--- config.mk ---
export PLATFORM = sky130hd
export DESIGN_NAME = pcilsr_port_regs
export DESIGN_NICKNAME = d
export VERILOG_FILES = /design/src/rtl/pcilsr_pkg.sv /design/src/rtl/pcilsr_port_regs.sv
export VERILOG_INCLUDE_DIRS = /design/src /design/src/rtl
export SDC_FILE = /design/constraint.sdc
export NUM_CORES = 1
export LEC_CHECK = 0
export BUFFER_PORTS_ARGS = -buffer_cell sky130_fd_sc_hd__buf_4
export CAP_MARGIN = 20
export CORE_UTILIZATION = 49
export CTS_BUF_LIST = sky130_fd_sc_hd__clkbuf_4
export DETAILED_ROUTE_END_ITERATION = 8
export PLACE_DENSITY = 0.89
export REMOVE_ABC_BUFFERS = 1
export SLEW_MARGIN = 5
export SYNTH_ARGS = -nofsm -noshare
export SYNTH_HDL_FRONTEND = slang
export SYNTH_SLANG_ARGS = --single-unit
--- constraint.sdc ---
create_clock -name clk -period 3.1 [get_ports clk]
set_input_delay 0.93 -clock clk [delete_from_list [all_inputs] [get_ports clk]]
set_output_delay 0.93 -clock clk [all_outputs]
set_load 0.01 [all_outputs]
--- src/rtl/pcilsr_regs.svh ---
`ifndef PCILSR_REGS_SVH
`define PCILSR_REGS_SVH
// ---------------------------------------------------------------
// register offsets (byte addresses of the config dwords)
// ---------------------------------------------------------------
`define PCILSR_OFF_LINK_CAP 12'h074
`define PCILSR_OFF_LINK_CTL 12'h078
`define PCILSR_OFF_SLOT_CAP 12'h07c
`define PCILSR_OFF_SLOT_CTL 12'h080
// ---------------------------------------------------------------
// field positions
// ---------------------------------------------------------------
`define PCILSR_LC_DISABLE 4
`define PCILSR_LC_RETRAIN 5
`define PCILSR_LC_EXT_SYNC 7
`define PCILSR_LC_CLK_PM 8
`define PCILSR_LS_TRAIN_ERR 10
`define PCILSR_LS_TRAINING 11
`define PCILSR_LS_DLL_ACTIVE 13
`define PCILSR_SS_DLL_CHANGED 8
`define PCILSR_SC_CMD_CPL_EN 4
`define PCILSR_SC_HP_INT_EN 5
`define PCILSR_SC_LATCH_EN 2
// ---------------------------------------------------------------
// fixed codes and reset values
// ---------------------------------------------------------------
`define PCILSR_SPEED_2G5 4'h1
`define PCILSR_SPEED_5G0 4'h2
`define PCILSR_MAX_SPEED 4'h2
`define PCILSR_ASPM_SUPPORT 2'h1
`define PCILSR_L0S_EXIT_LAT 3'h3
`define PCILSR_L1_EXIT_LAT 3'h0
`define PCILSR_PWR_LIMIT_RST 8'h19
`define PCILSR_PWR_SCALE_RST 2'h0
`define PCILSR_LINK_CTL_RST 16'h0000
`define PCILSR_NEG_WIDTH_RST 6'h01
`define PCILSR_FTS_EXT 16'h1000
`define PCILSR_TS1_EXT 16'h0400
`endif

--- src/rtl/pcilsr_pkg.sv ---
package pcilsr_pkg;
  // indicator control codes; 2'h0 is reserved
  typedef enum logic [1:0] {
    PCILSR_IND_RSVD = 2'b00,
    PCILSR_IND_ON = 2'b01,
    PCILSR_IND_BLINK = 2'b10,
    PCILSR_IND_OFF = 2'b11
  } pcilsr_ind_e;
  typedef logic [5:0] pcilsr_width_t;
  typedef logic [3:0] pcilsr_speed_t;
endpackage : pcilsr_pkg

--- src/rtl/pcilsr_port_regs.sv ---
// Notes on behaviour
// max link speed field reads 0001b or 0010b only
// max link width bits 9:4 report one-hot lane count x1..x8
// L0s exit latency reads 011b, 256ns to under 512ns
// L1 exit latency reads 000b, under 1 us
// capability bit 18 reads 1 upstream, 0 downstream
// ASPM control selects L0s/L1 entry; receiver L0s always allowed
// link control bit 4 disables downstream link; upstream hardwired zero
// writing 1 to bit 5 retrains downstream link; always reads 0
// bit 7 selects 4096 FTS and 1024 TS1 on exits
// upstream: bit 8 clear holds clock request low; set permits use
// status bits 19:16 speed and 25:20 width as negotiated
// training error set on failure, cleared when link reaches L0
// link training bit reads 1 while training in progress
// bit 29 reads 1 only in DL_Active
// power limit value/scale write sends set-slot-power-limit message
// hot-plug capable reads 0 without external expander
// slot control bits 0-3, 11, 12 enable per-source hot-plug events
// command-completed enable works only when no-command-completed bit is 0
// slot control bit 5 gates every hot-plug interrupt
// attention indicator bits 7:6 on/blink/off; write sends message
// power indicator bits 9:8 likewise; reset depends on latch enable
// power controller bit 10: 0 power on, 1 power off
// layer-state-changed flag set whenever link-active indication changes
// write-one clears a status flag; zero leaves it; events set again
`timescale 1ns/1ns
`default_nettype none
`include "pcilsr_regs.svh"
module pcilsr_port_regs #(
  parameter bit UPSTREAM = 1'b0,
  parameter logic [7:0] PORT_NUMBER = 8'h01,
  parameter logic [12:0] SLOT_NUMBER = 13'h0001,
  parameter bit NO_CMD_CPL = 1'b0
) (
  input wire logic clk,
  input wire logic resetn,
  // configuration access
  input wire logic cfg_req,
  input wire logic cfg_we,
  input wire logic [11:0] cfg_addr,
  input wire logic [3:0] cfg_be,
  input wire logic [31:0] cfg_wdata,
  output logic [31:0] cfg_rdata,
  output logic cfg_ack,
  // straps and loadable defaults
  input wire pcilsr_pkg::pcilsr_width_t strap_max_width,
  input wire logic strap_expander_present,
  // physical and data link layer state
  input wire pcilsr_pkg::pcilsr_speed_t neg_speed,
  input wire pcilsr_pkg::pcilsr_width_t neg_width,
  input wire logic training_active,
  input wire logic training_failed,
  input wire logic link_in_l0,
  input wire logic dl_active,
  // hot-plug event pulses from the slot hardware
  input wire logic ev_attention_button,
  input wire logic ev_power_fault,
  input wire logic ev_retention_latch,
  input wire logic ev_presence_change,
  input wire logic ev_electromech_lock,
  input wire logic ev_cmd_completed,
  // link controls
  output logic link_disable,
  output logic retrain_req,
  output logic aspm_l0s_tx_en,
  output logic aspm_l1_en,
  output logic rx_l0s_allowed,
  output logic [15:0] fts_count,
  output logic [15:0] ts1_count,
  output logic clkreq_hold_low,
  // slot controls and messages
  output logic hotplug_int,
  output logic slot_power_off,
  output logic pwr_limit_msg,
  output logic [7:0] pwr_limit_value,
  output logic [1:0] pwr_limit_scale,
  output logic attn_ind_msg,
  output pcilsr_pkg::pcilsr_ind_e attn_ind,
  output logic pwr_ind_msg,
  output pcilsr_pkg::pcilsr_ind_e pwr_ind
);
  import pcilsr_pkg::*;

  // ---------------------------------------------------------------
  // access decode
  // ---------------------------------------------------------------
  function automatic logic hit(input logic [11:0] addr, input logic [11:0] off);
    hit = (addr[11:2] == off[11:2]);
  endfunction : hit

  logic wr;
  logic wr_link;
  logic wr_slot_cap;
  logic wr_slot;
  assign wr = cfg_req & cfg_we;
  assign wr_link = wr & hit(cfg_addr, `PCILSR_OFF_LINK_CTL);
  assign wr_slot_cap = wr & hit(cfg_addr, `PCILSR_OFF_SLOT_CAP);
  assign wr_slot = wr & hit(cfg_addr, `PCILSR_OFF_SLOT_CTL) & ~UPSTREAM;

  // ---------------------------------------------------------------
  // straps, caught once after reset release
  // ---------------------------------------------------------------
  logic hardware_initialised;
  pcilsr_width_t max_width;
  logic hp_capable;
  always_ff @(posedge clk) begin
    if (!resetn) begin
      hardware_initialised <= 1'b0;
      max_width <= `PCILSR_NEG_WIDTH_RST;
      hp_capable <= 1'b0;
    end else if (!hardware_initialised) begin
      hardware_initialised <= 1'b1;
      max_width <= strap_max_width;
      hp_capable <= strap_expander_present & ~UPSTREAM;
    end
  end

  // ---------------------------------------------------------------
  // link control
  // ---------------------------------------------------------------
  logic [15:0] link_ctl;
  logic [15:0] next_link_ctl;
  always_comb begin
    next_link_ctl = link_ctl;
    if (cfg_be[0]) begin
      next_link_ctl[1:0] = cfg_wdata[1:0];
      next_link_ctl[`PCILSR_LC_DISABLE] = cfg_wdata[`PCILSR_LC_DISABLE] & ~UPSTREAM;
      next_link_ctl[6] = cfg_wdata[6];
      next_link_ctl[`PCILSR_LC_EXT_SYNC] = cfg_wdata[`PCILSR_LC_EXT_SYNC];
    end
    if (cfg_be[1]) begin
      next_link_ctl[`PCILSR_LC_CLK_PM] = cfg_wdata[`PCILSR_LC_CLK_PM] & UPSTREAM;
      next_link_ctl[9] = cfg_wdata[9];
      next_link_ctl[11:10] = UPSTREAM ? 2'h0 : cfg_wdata[11:10];
    end
  end

  always_ff @(posedge clk) begin
    if (!resetn) begin
      link_ctl <= `PCILSR_LINK_CTL_RST;
    end else if (wr_link) begin
      link_ctl <= next_link_ctl;
    end
  end

  // retrain never stored, so it always reads back as zero
  always_ff @(posedge clk) begin
    if (!resetn) begin
      retrain_req <= 1'b0;
    end else begin
      retrain_req <= wr_link & cfg_be[0] & cfg_wdata[`PCILSR_LC_RETRAIN] & ~UPSTREAM;
    end
  end

  assign link_disable = link_ctl[`PCILSR_LC_DISABLE];
  assign aspm_l0s_tx_en = link_ctl[0];
  assign aspm_l1_en = link_ctl[1];
  assign rx_l0s_allowed = 1'b1;
  // zero means the link layer uses its own training defaults
  assign fts_count = link_ctl[`PCILSR_LC_EXT_SYNC] ? `PCILSR_FTS_EXT : 16'h0000;
  assign ts1_count = link_ctl[`PCILSR_LC_EXT_SYNC] ? `PCILSR_TS1_EXT : 16'h0000;
  assign clkreq_hold_low = UPSTREAM & ~link_ctl[`PCILSR_LC_CLK_PM];

  // ---------------------------------------------------------------
  // link status
  // ---------------------------------------------------------------
  pcilsr_speed_t sts_speed;
  pcilsr_width_t sts_width;
  logic train_err;
  logic training;
  logic dll_active;
  always_ff @(posedge clk) begin
    if (!resetn) begin
      sts_speed <= `PCILSR_SPEED_2G5;
      sts_width <= `PCILSR_NEG_WIDTH_RST;
      training <= 1'b0;
      dll_active <= 1'b0;
    end else begin
      // only the documented codes are latched; others keep the last value
      if (neg_speed == `PCILSR_SPEED_2G5 || neg_speed == `PCILSR_SPEED_5G0) begin
        sts_speed <= neg_speed;
      end
      if (neg_width != 6'h00 && (neg_width & (neg_width - 6'h01)) == 6'h00 && neg_width <= 6'h08) begin
        sts_width <= neg_width;
      end
      training <= training_active;
      dll_active <= dl_active;
    end
  end

  always_ff @(posedge clk) begin
    if (!resetn) begin
      train_err <= 1'b0;
    end else if (training_failed) begin
      train_err <= 1'b1;
    end else if (link_in_l0 && !training_active) begin
      train_err <= 1'b0;
    end
  end

  logic [15:0] link_sts;
  always_comb begin
    link_sts = 16'h0000;
    link_sts[3:0] = sts_speed;
    link_sts[9:4] = sts_width;
    link_sts[`PCILSR_LS_TRAIN_ERR] = train_err;
    link_sts[`PCILSR_LS_TRAINING] = training;
    link_sts[12] = UPSTREAM;
    link_sts[`PCILSR_LS_DLL_ACTIVE] = dll_active;
  end

  // ---------------------------------------------------------------
  // slot power limit
  // ---------------------------------------------------------------
  logic lim_touch;
  assign lim_touch = wr_slot_cap & ~UPSTREAM & (|cfg_be[2:0]);
  always_ff @(posedge clk) begin
    if (!resetn) begin
      pwr_limit_value <= `PCILSR_PWR_LIMIT_RST;
      pwr_limit_scale <= `PCILSR_PWR_SCALE_RST;
      pwr_limit_msg <= 1'b0;
    end else begin
      if (lim_touch) begin
        pwr_limit_value <= {cfg_be[1] ? cfg_wdata[14:8] : pwr_limit_value[7:1],
                            cfg_be[0] ? cfg_wdata[7] : pwr_limit_value[0]};
        pwr_limit_scale <= {cfg_be[2] ? cfg_wdata[16] : pwr_limit_scale[1],
                            cfg_be[1] ? cfg_wdata[15] : pwr_limit_scale[0]};
      end
      pwr_limit_msg <= lim_touch;
    end
  end

  // ---------------------------------------------------------------
  // slot control
  // ---------------------------------------------------------------
  logic [15:0] slot_ctl;
  logic [15:0] next_slot_ctl;
  logic [15:0] slot_ctl_rst;
  always_comb begin
    slot_ctl_rst = 16'h0000;
    slot_ctl_rst[7:6] = PCILSR_IND_OFF;
    // latch enable resets clear, so the power indicator resets on
    slot_ctl_rst[9:8] = slot_ctl_rst[`PCILSR_SC_LATCH_EN] ? PCILSR_IND_OFF : PCILSR_IND_ON;
    slot_ctl_rst[10] = slot_ctl_rst[`PCILSR_SC_LATCH_EN];
  end

  always_comb begin
    next_slot_ctl = slot_ctl;
    if (cfg_be[0]) begin
      next_slot_ctl[7:0] = cfg_wdata[7:0];
    end
    if (cfg_be[1]) begin
      next_slot_ctl[12:8] = cfg_wdata[12:8];
    end
  end

  always_ff @(posedge clk) begin
    if (!resetn) begin
      slot_ctl <= slot_ctl_rst;
      attn_ind_msg <= 1'b0;
      pwr_ind_msg <= 1'b0;
    end else begin
      if (wr_slot) begin
        slot_ctl <= next_slot_ctl;
      end
      attn_ind_msg <= wr_slot & cfg_be[0];
      pwr_ind_msg <= wr_slot & cfg_be[1];
    end
  end

  assign attn_ind = pcilsr_ind_e'(slot_ctl[7:6]);
  assign pwr_ind = pcilsr_ind_e'(slot_ctl[9:8]);
  assign slot_power_off = slot_ctl[10];

  // ---------------------------------------------------------------
  // layer-state-changed flag and hot-plug interrupt
  // ---------------------------------------------------------------
  logic dll_changed;
  logic dll_edge;
  assign dll_edge = dll_active ^ dl_active;
  always_ff @(posedge clk) begin
    if (!resetn) begin
      dll_changed <= 1'b0;
    end else if (dll_edge && !UPSTREAM) begin
      dll_changed <= 1'b1; // set wins over clear
    end else if (wr_slot && cfg_be[3] && cfg_wdata[16 + `PCILSR_SS_DLL_CHANGED]) begin
      dll_changed <= 1'b0;
    end
  end

  logic [6:0] hp_events;
  always_comb begin
    hp_events[0] = ev_attention_button & slot_ctl[0];
    hp_events[1] = ev_power_fault & slot_ctl[1];
    hp_events[2] = ev_retention_latch & slot_ctl[`PCILSR_SC_LATCH_EN];
    hp_events[3] = ev_presence_change & slot_ctl[3];
    hp_events[4] = ev_cmd_completed & slot_ctl[`PCILSR_SC_CMD_CPL_EN] & ~NO_CMD_CPL;
    hp_events[5] = ev_electromech_lock & slot_ctl[11];
    hp_events[6] = dll_edge & slot_ctl[12];
  end

  always_ff @(posedge clk) begin
    if (!resetn) begin
      hotplug_int <= 1'b0;
    end else begin
      hotplug_int <= ~UPSTREAM & slot_ctl[`PCILSR_SC_HP_INT_EN] & (|hp_events);
    end
  end

  // ---------------------------------------------------------------
  // read path
  // ---------------------------------------------------------------
  logic [31:0] rd_mux;
  always_comb begin
    rd_mux = 32'h0000_0000;
    if (hit(cfg_addr, `PCILSR_OFF_LINK_CAP)) begin
      rd_mux[3:0] = `PCILSR_MAX_SPEED;
      rd_mux[9:4] = max_width;
      rd_mux[11:10] = `PCILSR_ASPM_SUPPORT;
      rd_mux[14:12] = `PCILSR_L0S_EXIT_LAT;
      rd_mux[17:15] = `PCILSR_L1_EXIT_LAT;
      rd_mux[18] = UPSTREAM;
      rd_mux[21] = ~UPSTREAM;
      rd_mux[31:24] = PORT_NUMBER;
    end else if (hit(cfg_addr, `PCILSR_OFF_LINK_CTL)) begin
      rd_mux = {link_sts, link_ctl}; // retrain bit is never stored
    end else if (hit(cfg_addr, `PCILSR_OFF_SLOT_CAP) && !UPSTREAM) begin
      rd_mux[4:0] = 5'h1f;
      rd_mux[6] = hp_capable;
      rd_mux[14:7] = pwr_limit_value;
      rd_mux[16:15] = pwr_limit_scale;
      rd_mux[18] = NO_CMD_CPL;
      rd_mux[31:19] = SLOT_NUMBER;
    end else if (hit(cfg_addr, `PCILSR_OFF_SLOT_CTL) && !UPSTREAM) begin
      rd_mux[15:0] = slot_ctl;
      rd_mux[16 + `PCILSR_SS_DLL_CHANGED] = dll_changed;
    end
  end

  always_ff @(posedge clk) begin
    if (!resetn) begin
      cfg_rdata <= 32'h0000_0000;
      cfg_ack <= 1'b0;
    end else begin
      cfg_ack <= cfg_req;
      cfg_rdata <= (cfg_req && !cfg_we) ? rd_mux : 32'h0000_0000;
    end
  end
endmodule : pcilsr_port_regs
`default_nettype wire

-- Yosys cells after proc, flatten, opt, wreduce, memory -nomap -nowiden
Index checks and enable logic that the tools add are counted.
- bits in registers: 88
- input bits: 79
- word-level logic and storage cells: 101
- bitwise logic cells: 22
- muxes and demuxes: 20
- add/subtract/negate cells: 1
- magnitude comparators: 1
- equal/unequal tests: 6
- reductions and logical operators: 25
- operators with widths (operator ; number):
    $eq 10x5->1 const B ; 3
    $mux 13 ; 2
    $and 1x1->1 ; 17
    $mux 17 ; 1
    $reduce_and 2->1 ; 8
    $mux 14 ; 1
    $mux 1 ; 11
    $mux 11 ; 1
    $eq 10x6->1 const B ; 1
    $mux 10 ; 1
    $mux 7 ; 1
    $reduce_or 7->1 ; 1
    $and 6x6->6 ; 1
    $le 6x4->1 const B ; 1
    $logic_and 1x1->1 ; 6
    $logic_not 6->1 ; 1
    $reduce_bool 6->1 ; 1
    $reduce_or 3->1 ; 2
    $sub 6x1->6 const B ; 1
    $mux 5 ; 1
    $eq 4x1->1 const B ; 1
    $eq 4x2->1 const B ; 1
    $reduce_bool 2->1 ; 2
    $reduce_or 4->1 ; 1
    5 further kinds ; 8

-- Logic depth before layout (Yosys ltp)
Gate-level depths: netlist of the first run.
- word-level depth: 6
- gate-level depth with buffers: 7

-- Worst setup path after synthesis of the first run
OpenSTA, ideal clock, no wires.
- path kind: input-to-reg
- from: input port cfg_addr[2]
- to: register slot_ctl[5]
- path slack: 0.548 ns
- stages on the path: 7
- data arrival time: 2.437 ns
- setup time: 0.114 ns
- cells stage by stage: clkbuf_1 or4_4 or4_4 buf_6 buf_12 nand3_2 o21ai_2
- word-level cells in the longest chain between the ends: 3
- RTL lines (element ; line ; text):
    start: declaration ; pcilsr_port_regs.sv:40 ; input wire logic [11:0] cfg_addr,
    $eq 10x6->1 ; pcilsr_port_regs.sv:88 ; hit = (addr[11:2] == off[11:2]);
    $and 1x1->1 ; pcilsr_port_regs.sv:98 ; assign wr_slot = wr & hit(cfg_addr, `PCILSR_OFF_SLOT_CTL) & ~UPSTREAM;
    $reduce_and 2->1 (no source line) ; -- ;
    end signal: assignment ; pcilsr_port_regs.sv:259 ; slot_ctl <= slot_ctl_rst;
    end signal: assignment ; pcilsr_port_regs.sv:264 ; slot_ctl <= next_slot_ctl;
    end: declaration ; pcilsr_port_regs.sv:236 ; logic [15:0] slot_ctl;
Every way passes these cells.
A chain may end at the register's enable or synchronous reset.

-- Final worst setup path of the first run
- from: input port cfg_addr[6]
- to: register slot_ctl[6]
Same word-level chain as after synthesis.

==> results of run 1 <==
-- critical path: stages --
cell and delay, ns:
buf_4 0.13, or4b_1 0.60, or4_4 0.67, mux2i_1 0.20, nand2_1 0.06
-- power by group through the flow --
stage               combinational (mW)  sequential, mW  clock, mW
finish                           0.206            1.15      0.527
global route                     0.223            1.15      0.586
CTS                              0.202            1.15      0.529
detailed placement               0.201            1.18          0
global placement                 0.195            1.18          0
floorplan                       0.0829            1.18          0
-- kinds of logic after synthesis --
| kind of cell | count (synthesis) |
|---|---|
| AND/OR/NAND/NOR | 162 |
| flip-flops | 88 |
| AO/OA/AOI/OAI | 78 |
| buffers and inverters | 72 |
| multiplexers | 20 |
| XOR/XNOR | 4 |
| other | 2 |
-- per-layer routing --
metal,up-vias,wire [um]
li1,1632,-
met5,-,0
met2,193,4880
met1,1609,4110
met4,0,283
met3,30,861
-- synth_stat cells, types with 5 or more instances --
master / count / area (um^2)
nand2_1: 35 / 131
o21ai_0: 20 / 100
nand2b_1: 5 / 31.3
nand4_1: 5 / 31.3
nor3_1: 8 / 40.0
o21ai_2: 6 / 52.6
clkbuf_1: 20 / 75.1
nand3_1: 22 / 110
nor2_1: 35 / 131
and2_1: 11 / 68.8
buf_4: 41 / 308
mux2i_1: 18 / 180
and3_1: 6 / 37.5
nor4_1: 9 / 56.3
dfxtp_1: 88 / 1760
a21oi_1: 21 / 105
-- area by class of cell --
class	count	area [um^2]	area share (%)
sequential	88	1760	37.4
multi-input combinational	299	1750	37.1
timing repair buffer	127	953	20.3
tap	99	124	2.63
clock buffer	10	75.1	1.60
clock inverter	6	26.3	0.559
inverter	5	18.8	0.399
-- registers in the layout, indices dropped and copies added (netlist names) --
register              flops
cfg_rdata                29
slot_ctl                 13
link_ctl                  8
pwr_limit_value           8
max_width                 6
sts_width                 6
sts_speed                 4
pwr_limit_scale           2
attn_ind_msg              1
cfg_ack                   1
dll_active                1
dll_changed               1
hardware_initialised      1
hotplug_int               1
hp_capable                1
pwr_ind_msg               1
pwr_limit_msg             1
retrain_req               1
train_err                 1
training                  1
-- path summary, 6_finish.rpt --
kind           startpoint  slack (ns)           end  cells past startpoint
max           cfg_addr[6]        0.79   slot_ctl[6]                      5
min          sts_width[5]        0.44  sts_width[5]                      2
max reg2reg   link_ctl[7]        1.99  cfg_rdata[7]                      4
min reg2reg  sts_width[5]        0.44  sts_width[5]                      2
-- per-stage QoR --
stage | cells | cell area (um^2) | hold WS, ns | total power, mW
finish | 634 | 4700 | 0.440 | 1.89
global route | 634 | 4700 | 0.451 | 1.96
CTS | 634 | 4700 | 0.439 | 1.88
detailed placement | 618 | 4600 | 0.423 | 1.38
global placement | 618 | 4600 | 0.411 | 1.37
floorplan | 392 | 3530 | 0.406 | 1.26
==> flow_summary.yaml, run 1 <==
logic_synthesis:
  async_flop_share_pct: 0
  yosysUniqueCellTypes: 58
  muxShareOfSynthArea_pct: 5.28
  synthFlopType: "dfxtp_1"
  syn_area_um2: 3840
  synth-compound-area-share_pct: 13.4
  yosysWarnings: 0
  syn_inst: 426
  synth_fa_ha_area_share_pct: 0
  yosys.area_share.simple_pct: 22.5
  synth_top_family_by_area: "simple AND/OR/NAND/NOR gates"
  syn_area_per_cell_um2: 9.01
  ys_seq_area_share_pct: 45.9
  synth-seq-cells: 88
  synth-xor-area-share_pct: 0.912
  synth_edf_count: 0
sta:
  rsz0062_at_grt: "false"
  setup_ws_ns: 0.795
  fmax_mhz: 434
  hold_viol: 0
  finalCritPeriodShare_pct: 74.4
  slew_violations: 0
  maxSlewHeadroom_pct: 53.4
  worstMarginPinSlew_ns: 0.694
  tns_ns: 0
  fin_skew_ns: 0.0123
  setup_viol_count_final: 0
  finalCriticalPeriod_ns: 2.31
min_path:
  hold_path_class: "reg -> reg"
global_route:
  grt.total_usage_pct: 24.7
  grt_overflow: 0
  grt_max_degree: 54
  grt_pass1_wl_um: 15900
  antenna_found_initial: 0
  first_global_vias: 3229
  grt_use_met3_pct: 5.72
  grtUsageMet1_pct: 30.2
  use_met2_pct: 41.7
  top_usage_layer: "met2"
cts:
  hold_buffers: 0
  cts_buffer_depth: 2
  post-cts-setup-buffer-count: 0
  clk_latency_ns: 0.43
  h-tree-depth: 3
  cts_resized: 0
  path_clk_slew_ns: 0.12
  clock_sinks: 88
  cts_buffers: 9
  cts_tree: "yes"
  cts_root_buf: "clkbuf_4"
die:
  core_um2: 7410
  num_io_pins: 169
  die_w_um: 90.5
  die_area_um2: 8190
  die_y_um: 90.5
  row_count: 31
  initial_core_util_pct: 51.8
cells_and_area:
  antenna_cells: 0
  final_layout_size_suffix_gt1_share_pct: 29.9
  area_growth_syn_to_layout_pct: 22.5
  final_net_count: 609
  layout_commonest_cell: "buf_4"
  final_util_pct: 63.5
  layout_common_cells: "buf_4, dfxtp_1, nand2_1, nor2_1, conb_1"
  fill_cells: 607
placement:
  portBuffers: 117
  pre_cts_ws_ns: 0.367
  dp_hpwl_um: 7530
  place.gp.congestion: 0.923
power:
  peakVddDrop_uv: 159
  p_per_area_nw_per_um2: 401
  combPwrFrac_pct: 10.9
  intPower_mw: 1.40
  power_leakage_nw: 2.04
  switching_share_pct: 26.0
  p_switching_uw: 490
  seqPwrFrac_pct: 61.1
  clkPwrFrac_pct: 28.0
route:
  wirelength_um: 10100
  drc: 0
  detail-route-antenna-nets: 0
  drt_first_pass_iters: 5
  vias: 3464
  drtIter0Drc: 193
  vias_per_cell: 5.46
  wl_per_cell_um: 16.0
worst_setup_path:
  end_kind: "flip-flop"
  arrival_ns: 2.60
  required_ns: 3.40
  cp_max_fo: 14
  worst-setup-path-type: "in -> reg"
  start_kind: "input pin"
status:
  status: "finished, final reports clean"
job:
  cap_viol_max_count: 0
Power figures use the tool's default switching activity.
==> inputs of run 2 (changes only) <==
clock period = 2.35 ns   (was 3.1 ns; I/O delays follow)
==> flow_summary.yaml, run 2 (synthesis gave the netlist of run 1 again) <==
worst_setup_path:
  timing.rr.start: "link_ctl[7]"
  cp_slowest_cell: "or4_4"
  reg2reg_to: "cfg_rdata[7]"
  end_kind: "flip-flop"
  path_cells: "buf_4 > or4_4 > or4_4 > mux2i_1 > nand2_1"
  max_stage_delay_ns: 0.67
  ff2ff_setup_slack_ns: 1.23
  start_kind: "input pin"
  cpMostUsedCell: "or4_4"
  required_ns: 2.67
  ff2ff_path_depth: 4
  arrival_ns: 2.31
  cp_max_fo: 13
  worst-setup-path-type: "in -> reg"
min_path:
  hp-start: "sts_width[5]"
  min_to: "sts_width[5]"
  hold_path_class: "reg -> reg"
  holdPathStages: 2
cts:
  cts_resized: 0
  cts_buffer_depth: 2
  cts_root_buf: "clkbuf_4"
  path_clk_slew_ns: 0.13
  post-cts-setup-buffer-count: 0
  cts_tree: "yes"
  clock_sinks: 88
  hold_buffers: 0
  clk_latency_ns: 0.45
  cts_buffers: 9
  h-tree-depth: 3
die:
  core_um2: 7410
  die_w_um: 90.5
  die_area_um2: 8190
  row_count: 31
  die_y_um: 90.5
  initial_core_util_pct: 51.8
  num_io_pins: 169
cells_and_area:
  final_cells: 649
  final_net_count: 625
  antenna_cells: 0
  area_growth_syn_to_layout_pct: 26.3
  top_register: "cfg_rdata"
  fill_cells: 557
  reg_top3: "cfg_rdata x29, slot_ctl x13"
  layout_common_cells: "buf_4, dfxtp_1, nand2_1, nor2_1, conb_1"
  final_layout_size_suffix_gt1_share_pct: 32.0
  largest_reg_flops: 29
  layout_commonest_cell: "buf_4"
route:
  drtIter0Drc: 221
  wirelength_um: 10200
  drc: 0
  vias: 3554
  detail-route-antenna-nets: 0
  drt_first_pass_iters: 5
  wl_per_cell_um: 15.7
  vias_per_cell: 5.48
status:
  status: "finished, final reports clean"
sta:
  slew_violations: 0
  fmax_mhz: 504
  worstMarginPinSlew_ns: 0.544
  hold_viol: 0
  fin_skew_ns: 0.0180
  finalCritPeriodShare_pct: 84.4
  holdWs_ns: 0.433
  maxSlewHeadroom_pct: 63.7
  finalCriticalPeriod_ns: 1.98
  tns_ns: 0
  rsz0062_at_grt: "false"
  setup_viol_count_final: 0
power:
  p_per_area_nw_per_um2: 517
  peakVddDrop_uv: 211
  finalPower_mw: 2.51
  power_leakage_nw: 2.12
placement:
  dp_cells: 634
  dp_hpwl_um: 7650
  place.gp.congestion: 0.898
  portBuffers: 117
global_route:
  antenna_found_initial: 0
  first_global_vias: 3446
  grt_pass1_wl_um: 16300
  grt_max_degree: 55
  grt.total_usage_pct: 25.3
  grt_overflow: 0
job:
  cap_viol_max_count: 0
==> run 2: cell types whose count changed in the layout (fill, tap and decap cells not counted) <==
cell | before | now
clkinv_2 | 3 | 2
buf_4 | 127 | 141
clkinv_1 | 4 | 3
clkinvlp_4 | 0 | 1
buf_12 | 0 | 2
==> run 2: worst max path at each step <==
stage	to	from	slack, ns	cells after the start
floorplan	slot_ctl[6]	cfg_addr[6]	0.09	4
global placement	slot_ctl[6]	cfg_addr[5]	-0.08	5
CTS	slot_ctl[6]	cfg_addr[5]	0.38	5
detailed placement	slot_ctl[6]	cfg_addr[5]	-0.09	5
finish	slot_ctl[7]	cfg_addr[5]	0.37	5
global route	slot_ctl[6]	cfg_addr[5]	0.32	5
==> run 2: metrics by stage <==
step | cell area, um^2 | util [%] | worst slack (ns)
finish | 4850 | 65.4 | 0.367
CTS | 4850 | 65.4 | 0.381
global route | 4850 | 65.4 | 0.324
floorplan | 3530 | - | 0.0852
detailed placement | 4750 | 64.1 | -0.0870
global placement | 4750 | 64.1 | -0.0820
==> run 2: layout make-up <==
| type | instances | area, um^2 | share of cell area [%] |
|---|---|---|---|
| Multi-Input combinational cell | 299 | 1750 | 36.0 |
| Tap cell | 99 | 124 | 2.55 |
| Clock inverter | 5 | 25.0 | 0.516 |
| Timing Repair Buffer | 143 | 1100 | 22.7 |
| Clock buffer | 10 | 75.1 | 1.55 |
| Sequential cell | 88 | 1760 | 36.3 |
| Inverter | 5 | 18.8 | 0.387 |
==> run 2: layer usage <==
metal	GRT usage, %	share of wire [%]	vias up
met5	0	0	-
met4	15.6	3.7	0
met3	5.13	8.6	31
met2	42.2	49	205
met1	29.7	39	1657
li1	-	-	1661
==> run 2: where the power goes <==
| group | internal [mW] | total [mW] | leakage, nW | switching [mW] |
|---|---|---|---|---|
| logic | 0.126 | 0.284 | 1.35 | 0.157 |
| registers | 1.51 | 1.52 | 0.713 | 0.0117 |
| clock network | 0.214 | 0.702 | 0.0571 | 0.488 |
| total | 1.85 | 2.51 | 2.12 | 0.658 |
==> run 2: worst max-delay path: cells and delay by family <==
| family | cells | cell delay (ns) |
|---|---|---|
| AND/OR/NAND/NOR | 3 | 1.29 |
| multiplexers | 1 | 0.19 |
| buffers and inverters | 1 | 0.12 |
